<file path="config.mk">
export PLATFORM = sky130hd
export DESIGN_NAME = pirq_power_regs
export DESIGN_NICKNAME = d
export VERILOG_FILES = /design/src/pirq_pkg.sv /design/src/pirq_irq_if.sv /design/src/pirq_flags.sv /design/src/pirq_power_regs.sv
export SDC_FILE = /design/constraint.sdc
export NUM_CORES = 1
export LEC_CHECK = 0
export ABC_AREA = 1
export BUFFER_PORTS_ARGS = -buffer_cell sky130_fd_sc_hd__buf_2
export CAP_MARGIN = 30
export CORE_MARGIN = 2
export CORE_UTILIZATION = 31
export DETAILED_ROUTE_END_ITERATION = 8
export SLEW_MARGIN = 20
export SYNTH_ARGS = -nofsm -noshare
export SYNTH_HDL_FRONTEND = slang
export SYNTH_SLANG_ARGS = --single-unit
</file>
<file path="constraint.sdc">
create_clock -name clk_i -period 2.3 [get_ports clk_i]
set_input_delay 0.46 -clock clk_i [delete_from_list [all_inputs] [get_ports clk_i]]
set_output_delay 0.46 -clock clk_i [all_outputs]
set_load 0.02 [all_outputs]
</file>
<file path="src/pirq_pkg.sv">
// Package with register map, field positions and timing counts for the power and interrupt status bank
package pirq_pkg;
  // ==========================================================================
  // Register offsets
  // ==========================================================================
  localparam logic [7:0] PIRQ_ADDR_POWER_CONTROL = 8'he0;
  localparam logic [7:0] PIRQ_ADDR_INTERRUPT_FLAGS = 8'he1;
  localparam logic [7:0] PIRQ_ADDR_INTERRUPT_MASK = 8'he2;
  localparam logic [7:0] PIRQ_ADDR_ALWAYS_ON_BASE = 8'he0;
  // ==========================================================================
  // Field positions
  // ==========================================================================
  localparam int PIRQ_BIT_CORE_RESTART = 7;
  localparam int PIRQ_BIT_CORE_READY = 6;
  localparam int PIRQ_BIT_POWER_ON = 0;
  localparam int PIRQ_BIT_OBJECT_RESULT = 0;
  localparam int PIRQ_BIT_HISTOGRAM_READY = 1;
  localparam int PIRQ_EVENT_COUNT = 2;
  // ==========================================================================
  // Reset values
  // ==========================================================================
  localparam logic [1:0] PIRQ_RST_FLAGS = 2'h0;
  localparam logic [1:0] PIRQ_RST_MASK = 2'h0;
  localparam logic [7:0] PIRQ_RST_RDATA = 8'h00;
  // ==========================================================================
  // Timing
  // ==========================================================================
  localparam int PIRQ_CLK_PERIOD_NS = 20;
  localparam int PIRQ_CORE_RESET_NS = 80;
  localparam int PIRQ_CORE_RESET_CYCLES = (PIRQ_CORE_RESET_NS + PIRQ_CLK_PERIOD_NS - 1) / PIRQ_CLK_PERIOD_NS;
endpackage : pirq_pkg

</file>
<file path="src/pirq_irq_if.sv">
// Interface between the register bank and the event flag block
`timescale 1ns/1ps
interface pirq_irq_if;
  logic [1:0] evt;
  logic [1:0] clr;
  logic [1:0] mask_wdata;
  logic mask_wr;
  logic [1:0] flags;
  logic [1:0] mask;
  logic int_n;
  modport ctrl (output evt, output clr, output mask_wdata, output mask_wr,
                input flags, input mask, input int_n);
  modport flag (input evt, input clr, input mask_wdata, input mask_wr,
                output flags, output mask, output int_n);
endinterface : pirq_irq_if

</file>
<file path="src/pirq_flags.sv">
// Sticky event flags, their masks and the active-low interrupt pin
`timescale 1ns/1ps
module pirq_flags
  import pirq_pkg::*;
(
  input wire logic clk_i,
  input wire logic srst_i,
  pirq_irq_if.flag irq
);
  logic [1:0] flags;
  logic [1:0] mask;
  logic int_n;
  wire [1:0] next_flags;
  wire pending;

  // ==========================================================================
  // Flag update: set beats clear in the same cycle
  // ==========================================================================
  assign next_flags = (flags & ~irq.clr) | irq.evt;
  assign pending = |(flags & mask);

  // Flag, mask and pin registers
  always_ff @(posedge clk_i) begin
    if (srst_i) begin
      flags <= PIRQ_RST_FLAGS;
      mask <= PIRQ_RST_MASK;
      int_n <= 1'b1;
    end else begin
      flags <= next_flags;
      if (irq.mask_wr) begin
        mask <= irq.mask_wdata;
      end
      int_n <= ~pending;
    end
  end

  assign irq.flags = flags;
  assign irq.mask = mask;
  assign irq.int_n = int_n;
endmodule : pirq_flags

</file>
<file path="src/pirq_power_regs.sv">
// Power control and interrupt status register bank of the sensor
//
// Overview of operation
// Restart bit write applies global core reset
// Restart bit clears itself after the reset
// Not ready: only 0xe0 and above usable
// Ready flag read-only, set only by firmware
// Power-on rising write starts oscillator, wakes core
// Boot resets on wake; application goes idle
// Power-on zero write interrupts core, oscillator stays
// Firmware shuts modules down, then enters standby
// Histogram flag bit 1 sets on histogram
// Object flag bit 0 sets on result
// Enabled set flag drives interrupt pin low
// Write one clears flag, zero leaves it
// Mask bits per event, reset zero, one enables
// Pin returns high when no enabled flag
`timescale 1ns/1ps
module pirq_power_regs
  import pirq_pkg::*;
#(
  parameter int CORE_RESET_CYCLES = PIRQ_CORE_RESET_CYCLES
)
(
  input wire logic clk_i,
  input wire logic srst_i,
  input wire logic [7:0] reg_addr_i,
  input wire logic [7:0] reg_wdata_i,
  input wire logic reg_wr_i,
  input wire logic reg_rd_i,
  output logic [7:0] reg_rdata_o,
  output logic reg_rvalid_o,
  output logic mmio_wr_o,
  output logic mmio_rd_o,
  input wire logic [7:0] mmio_rdata_i,
  input wire logic fw_set_ready_i,
  input wire logic fw_clr_ready_i,
  input wire logic fw_standby_i,
  input wire logic object_result_evt_i,
  input wire logic histogram_ready_evt_i,
  output logic core_reset_o,
  output logic osc_enable_o,
  output logic wake_interrupt_o,
  output logic sleep_interrupt_o,
  output logic core_ready_o,
  output logic int_n_o
);
  // Width of the restart counter and its load value
  localparam int CW = $clog2(CORE_RESET_CYCLES + 1);
  localparam logic [CW-1:0] RESET_LOAD = CW'(CORE_RESET_CYCLES);

  pirq_irq_if irq ();

  logic [CW-1:0] reset_cnt;
  logic osc_enable;
  logic core_ready;
  logic wake_pulse;
  logic sleep_pulse;
  logic [7:0] rdata;
  logic rvalid;

  // ==========================================================================
  // Address decode
  // ==========================================================================
  wire sel_power = reg_addr_i == PIRQ_ADDR_POWER_CONTROL;
  wire sel_flags = reg_addr_i == PIRQ_ADDR_INTERRUPT_FLAGS;
  wire sel_mask = reg_addr_i == PIRQ_ADDR_INTERRUPT_MASK;
  wire sel_mmio = reg_addr_i < PIRQ_ADDR_ALWAYS_ON_BASE;
  // Power register write actions: restart, wake on a rising write, sleep on a falling one
  wire wr_power = reg_wr_i && sel_power;
  wire restart_req = wr_power && reg_wdata_i[PIRQ_BIT_CORE_RESTART];
  wire core_reset = reset_cnt != '0;
  wire wake_req = wr_power && reg_wdata_i[PIRQ_BIT_POWER_ON] && !osc_enable;
  wire sleep_req = wr_power && !reg_wdata_i[PIRQ_BIT_POWER_ON] && osc_enable;
  wire mmio_open = core_ready && sel_mmio;

  // Core restart counter, reloaded by each restart write
  always_ff @(posedge clk_i) begin
    if (srst_i) begin
      reset_cnt <= '0;
    end else if (restart_req) begin
      reset_cnt <= RESET_LOAD;
    end else if (core_reset) begin
      reset_cnt <= reset_cnt - CW'(1);
    end
  end

  // Oscillator request and core interrupt pulses
  always_ff @(posedge clk_i) begin
    if (srst_i) begin
      osc_enable <= 1'b0;
      wake_pulse <= 1'b0;
      sleep_pulse <= 1'b0;
    end else begin
      wake_pulse <= wake_req;
      sleep_pulse <= sleep_req;
      if (wake_req) begin
        osc_enable <= 1'b1;
      end else if (fw_standby_i) begin
        osc_enable <= 1'b0;
      end
    end
  end

  // Ready flag: firmware sets it, core reset wipes it
  always_ff @(posedge clk_i) begin
    if (srst_i) begin
      core_ready <= 1'b0;
    end else if (core_reset || fw_clr_ready_i) begin
      core_ready <= 1'b0;
    end else if (fw_set_ready_i) begin
      core_ready <= 1'b1;
    end
  end

  // ==========================================================================
  // Event flags and mask
  // ==========================================================================
  assign irq.evt = {histogram_ready_evt_i, object_result_evt_i};
  assign irq.clr = (reg_wr_i && sel_flags) ? reg_wdata_i[1:0] : 2'h0;
  assign irq.mask_wr = reg_wr_i && sel_mask;
  assign irq.mask_wdata = reg_wdata_i[1:0];

  // Flag block, reached through the shared interface
  pirq_flags u_flags (
    .clk_i(clk_i),
    .srst_i(srst_i),
    .irq(irq)
  );

  // ==========================================================================
  // Read path
  // ==========================================================================
  // Power register view and the read select
  wire [7:0] power_view = {core_reset, core_ready, 5'h00, osc_enable};
  wire [7:0] read_mux = sel_power ? power_view :
                        sel_flags ? {6'h00, irq.flags} :
                        sel_mask ? {6'h00, irq.mask} :
                        mmio_open ? mmio_rdata_i : 8'h00;

  // Registered read data, one cycle after the strobe
  always_ff @(posedge clk_i) begin
    if (srst_i) begin
      rdata <= PIRQ_RST_RDATA;
      rvalid <= 1'b0;
    end else begin
      rvalid <= reg_rd_i;
      if (reg_rd_i) begin
        rdata <= read_mux;
      end
    end
  end

  assign reg_rdata_o = rdata;
  assign reg_rvalid_o = rvalid;
  assign mmio_wr_o = reg_wr_i && mmio_open;
  assign mmio_rd_o = reg_rd_i && mmio_open;
  assign core_reset_o = core_reset;
  assign osc_enable_o = osc_enable;
  assign wake_interrupt_o = wake_pulse;
  assign sleep_interrupt_o = sleep_pulse;
  assign core_ready_o = core_ready;
  assign int_n_o = irq.int_n;
endmodule : pirq_power_regs

</file>
Word-level counts from Yosys, hierarchy flattened:

Cells that the tools add are included.

* $add $sub $neg: 1
* $lt $le $gt $ge: 1
* multiply operators: 0
* multiplexer cells: 9
* equality and inequality tests: 3
* div/mod/pow operators: 0
* bitwise gates (word level): 5
* reduce and logical (&&, ||, !) cells: 20
* shift operators: 0

Operators by type and width (count)
* 2-to-1 mux 8 bit: 4
* == test 8 bit (second input constant): 3
* logical AND 1 bit: 11
* less-than comparator 8 bit (second input constant): 1
* 2-to-1 mux 3 bit: 2
* OR reduction 2 bit: 3
* AND 2 bit: 2
* nonzero test 2 bit: 2
* nonzero test 3 bit: 1
* subtractor 3 x 1 -> 3 bit (second input constant): 1
* zero test 1 bit: 2
* 2-to-1 mux 1 bit: 2
* 2-to-1 mux 2 bit: 1
* inverter 2 bit: 1
* OR 2 bit: 1
* logical OR 1 bit: 1
* inverter 1 bit: 1

* bits in read-only memories: 0
* latch bits: 0
* memories kept: 0
* word-level logic and storage cells: 50
* input bits: 33
* output and inout port bits: 17
* memory bits (writable): 0
* bits in registers: 21

Logic depth before layout (Yosys ltp):

* depth in word-level cells: 6
* mapped depth: 9
* depth with buffers taken out: 9

By module:

From an unflattened synthesis, not the netlist that was laid out.

* cell total of the unflattened synthesis: 146
* area, all modules: 1011.0 sq um

By module, submodules not included
* pirq_power_regs: area an instance 830.8 sq um, instances 1, cells an instance 121, sequential area each 320.3 sq um
* pirq_flags: area an instance 180.2 sq um, instances 1, cells an instance 25, sequential area each 100.1 sq um

Least setup slack after synthesis:

No wires, ideal clock.

* path kind: reg2out
* start: register reset_cnt[0]
* end: output port core_reset_o
* cell stages (with the launch flop): 5
* data required time: 1.840 ns
* setup slack: 0.864 ns
* path buffers: 0
* data arrival time: 0.976 ns
* cells stage by stage: dfxtp_1 > inv_1 > ha_1 > ha_1 > inv_1

* cells in the longest elaborated chain, start to end: 1

Ends and longest elaborated chain
* start: declaration: RTL line pirq_power_regs.sv:54 `logic [CW-1:0] reset_cnt;`
* start signal: assignment: RTL line pirq_power_regs.sv:84 `reset_cnt <= reset_cnt - CW'(1);`
* nonzero test 3 bit: RTL line pirq_power_regs.sv:72 `wire core_reset = reset_cnt != '0;`
* end: declaration: RTL line pirq_power_regs.sv:41 `output logic core_reset_o,`

No other way between the ends.

Final worst setup path:

Same ends and word-level chain as after synthesis.

==> flow_metrics.py <==
metrics = {
    "cts": {
        "cts.path.max_buffers": 2,
        "cts-hold-fix-buffers": 0,
        "clock-root-buffer": "sky130_fd_sc_hd__clkbuf_4",
        "cts.sinks": 21,
        "postCtsResizedCells": 0,
        "cts_inserted_buffers": 3,
        "post-cts-setup-buffers": 0,
        "clock_latency_ns": 0.30,
        "clkTransAtPathRegs_ns": 0.12,
        "cts_max_level": 1,
        "cts_tree": "yes",
    },
    "power_and_ir_drop": {
        "report.power.total_uw": 861,
        "comb_power_share": 0.317,
        "power_frac_clock": 0.203,
        "switching_power_uw": 294,
        "power.share.sequential": 0.481,
        "vdd.ir_drop.worst_v": 0.000351,
        "power.switching_fraction": 0.342,
        "power_report.internal_total_uw": 567,
        "p_leak_nw": 0.661,
        "powerDensity_nw_per_um2": 660,
    },
    "routing": {
        "route.antenna.remaining_nets": 0,
        "drt_iter0_markers": 27,
        "route.detailed.wl_per_inst_um": 10.4,
        "total_via_count_in_the_routed_design": 1006,
        "drt_drc_violations_left": 0,
        "via_per_inst": 4.41,
        "route.final.wire_length_mm": 2.36,
        "first_pass_iters": 4,
    },
    "grt": {
        "global_routing_usage_summed_across_all_routing_layers": 0.136,
        "grt_first_pass_wirelength_mm": 3.84,
        "grt_antenna_before_repair": 0,
        "gr-total-overflow": 0,
        "grt_pass1_vias": 979,
        "grt_start_max_net_pins": 17,
    },
    "synthesis": {
        "yosys_register_bits": 21,
        "yosysUniqueCellTypes": 26,
        "synth_nets": 175,
        "synth_area_um2": 1020,
        "avgSynthCellArea_um2": 7.32,
        "count_of_mapped_cells_out_of_synthesis": 139,
        "sequential_fraction_of_the_synthesis_area": 0.413,
        "yosys_warnings": 0,
    },
    "final_layout": {
        "drive_gt1_frac": 0.332,
        "fin_area_um2": 1310,
        "multi_input_gate_area_in_the_final_layout_um2": 504,
        "antennaDiodeCount": 0,
        "nets": 221,
        "layout.filler_cells": 336,
        "fin_util": 0.424,
        "ff_latch_area_um2": 420,
        "layout-area-overhead-vs-synth_pct": 28.3,
    },
    "floorplan": {
        "floorplan.core_area_um2": 3080,
        "floorplan.die.height_um": 61.3,
        "top_level_ports": 50,
        "num_rows": 20,
        "die_area_um2": 3760,
        "die_width_um": 61.3,
        "initial_core_utilization": 0.330,
    },
    "hold_path": {
        "hold_path_class": "input port to register",
        "min_from": "fw_clr_ready_i",
    },
    "setup_path": {
        "critPathCaptureType": "output port",
        "crit_type": "register to output port",
        "slowest_cell_on_the_critical_path": "sky130_fd_sc_hd__dfxtp_1",
        "critical_path_startpoint_category": "register",
        "crit_path_cell_trace": "inv_1 -> ha_1 -> ha_1 -> inv_1 -> buf_2",
        "timing.critical_path.max_delay_family": "adder cells",
        "path_buf_inv": 3,
        "worst-path-max-fanout": 7,
        "max_incr_delay_on_cp_ns": 0.35,
        "req_time_crit_path_ns": 1.84,
        "arrival_ns": 1.47,
        "crit-reg2reg-launch": "reset_cnt[0]",
        "critPathLaunch": "reset_cnt[0]",
    },
    "timing": {
        "final_hold_viols": 0,
        "finalCriticalPeriod_ns": 1.93,
        "setup_tns_ns": 0,
        "post-route-period-util": 0.840,
        "timing.max_slew.rel_slack": 0.787,
        "grt_setup_unrepaired": "false",
        "timing.final.setup_violations": 0,
        "slew_of_the_pin_with_the_lowest_slew_margin_ns": 0.320,
        "skew_ns": 0.00957,
        "timing_max_transition_violations_final": 0,
        "max_freq_ghz": 0.517,
    },
    "run": {
        "cap_viol_max_count": 0,
    },
    "place": {
        "place.port_buffers": 44,
        "placed_cell_area_um2": 1280,
        "gpl.final_weighted_congestion": 0.750,
        "half_perimeter_wire_length_of_the_detailed_placement_result_mm": 1.93,
    },
    "outcome": {
        "outcome": "finished, final reports clean",
    },
}
-- cell usage after synthesis (all sizes together) --
| cell type | count | area share |
|---|---|---|
| nand4 | 2 | 0.012 |
| o211ai | 1 | 0.0074 |
| nand3 | 11 | 0.054 |
| o21ai | 4 | 0.020 |
| inv | 20 | 0.074 |
| o32ai | 1 | 0.0086 |
| dfxtp | 21 | 0.41 |
| nor2 | 20 | 0.10 |
| nand2 | 35 | 0.15 |
| ha | 3 | 0.037 |
| a31oi | 1 | 0.0062 |
| a22o | 1 | 0.0086 |
| buf | 2 | 0.0098 |
| clkinv | 1 | 0.0037 |
| clkbuf | 1 | 0.0037 |
| a21oi | 13 | 0.068 |
| nor4 | 2 | 0.018 |
-- final timing paths --
check	endpoint	slack, ns	cells past startpoint
max reg2reg	reset_cnt[2]	1.05	5
max	core_reset_o	0.37	5
min reg2reg	reg_rdata_o[1]	0.47	2
min	core_ready_o	0.32	2
-- sequential cells by signal (all words and copies together), names as in the netlist, 2 cells and up --
name,flops
reg_rdata_o,8
u_flags.irq.flags,2
reset_cnt,3
u_flags.irq.mask,2
-- placed cells by master (no fill, tap or decap) --
| master | synthesis | routed |
|---|---|---|
| sky130_fd_sc_hd__a21oi_2 | 1 | 1 |
| sky130_fd_sc_hd__nor4_1 | 1 | 1 |
| sky130_fd_sc_hd__clkinv_1 | 1 | 1 |
| sky130_fd_sc_hd__a22o_1 | 1 | 1 |
| sky130_fd_sc_hd__nand3_1 | 11 | 11 |
| sky130_fd_sc_hd__o32ai_1 | 1 | 1 |
| sky130_fd_sc_hd__inv_1 | 18 | 18 |
| sky130_fd_sc_hd__nor2_1 | 15 | 15 |
| sky130_fd_sc_hd__nor2_2 | 3 | 3 |
| sky130_fd_sc_hd__o211ai_1 | 1 | 1 |
| sky130_fd_sc_hd__nor2_4 | 1 | 1 |
| sky130_fd_sc_hd__inv_2 | 2 | 2 |
| sky130_fd_sc_hd__nand4_1 | 2 | 2 |
| sky130_fd_sc_hd__clkbuf_4 | 0 | 3 |
| sky130_fd_sc_hd__dfxtp_1 | 21 | 21 |
| sky130_fd_sc_hd__ha_1 | 3 | 3 |
| sky130_fd_sc_hd__a21oi_1 | 12 | 12 |
| sky130_fd_sc_hd__nand2_2 | 3 | 3 |
| sky130_fd_sc_hd__o21ai_0 | 2 | 2 |
| sky130_fd_sc_hd__clkbuf_1 | 1 | 1 |
| sky130_fd_sc_hd__nor2_8 | 1 | 1 |
| sky130_fd_sc_hd__a31oi_1 | 1 | 1 |
| sky130_fd_sc_hd__nand2_1 | 30 | 30 |
| sky130_fd_sc_hd__nor4_2 | 1 | 1 |
| sky130_fd_sc_hd__o21ai_1 | 2 | 2 |
| sky130_fd_sc_hd__buf_2 | 2 | 44 |
| sky130_fd_sc_hd__nand2_4 | 2 | 2 |
-- power by group through the flow --
| stage | registers [mW] | logic, mW | clock network, mW |
|---|---|---|---|
| floorplan | 0.428 | 0.185 | 0 |
| global placement | 0.421 | 0.264 | 0 |
| detailed placement | 0.423 | 0.280 | 0 |
| CTS | 0.414 | 0.281 | 0.186 |
| global route | 0.418 | 0.313 | 0.197 |
| finish | 0.414 | 0.273 | 0.174 |
-- cell families after synthesis --
kind of cell / count (synthesis) / share of synthesized area
and+or+nand+nor: 70 / 0.341
buffers and inverters: 24 / 0.0910
AOI/OAI and AO/OA: 21 / 0.118
DFF: 21 / 0.413
adders and majority gates: 3 / 0.0369
-- area by class of cell --
type,instances,share of cell area
Inverter,21,0.0604
Sequential cell,21,0.322
Tap cell,44,0.0422
Multi-Input combinational cell,94,0.386
Clock buffer,4,0.0201
Timing Repair Buffer,44,0.169
-- per-stage QoR --
step | std cells | hold slack, ns | setup slack (ns)
after floorplan | 139 | 0.442 | 0.864
after global placement | 224 | 0.448 | 0.603
after detailed placement | 224 | 0.455 | 0.555
after CTS | 228 | 0.302 | 0.334
after global routing | 228 | 0.292 | 0.260
final | 228 | 0.320 | 0.367
-- routing by layer --
metal,global-route usage,vias up,wire length (um)
met5,0,-,0
met4,0.0186,0,0
met3,0.0399,0,152
met2,0.251,32,1120
met1,0.159,442,1090
li1,-,532,-
(Power assumes the default switching activity.)
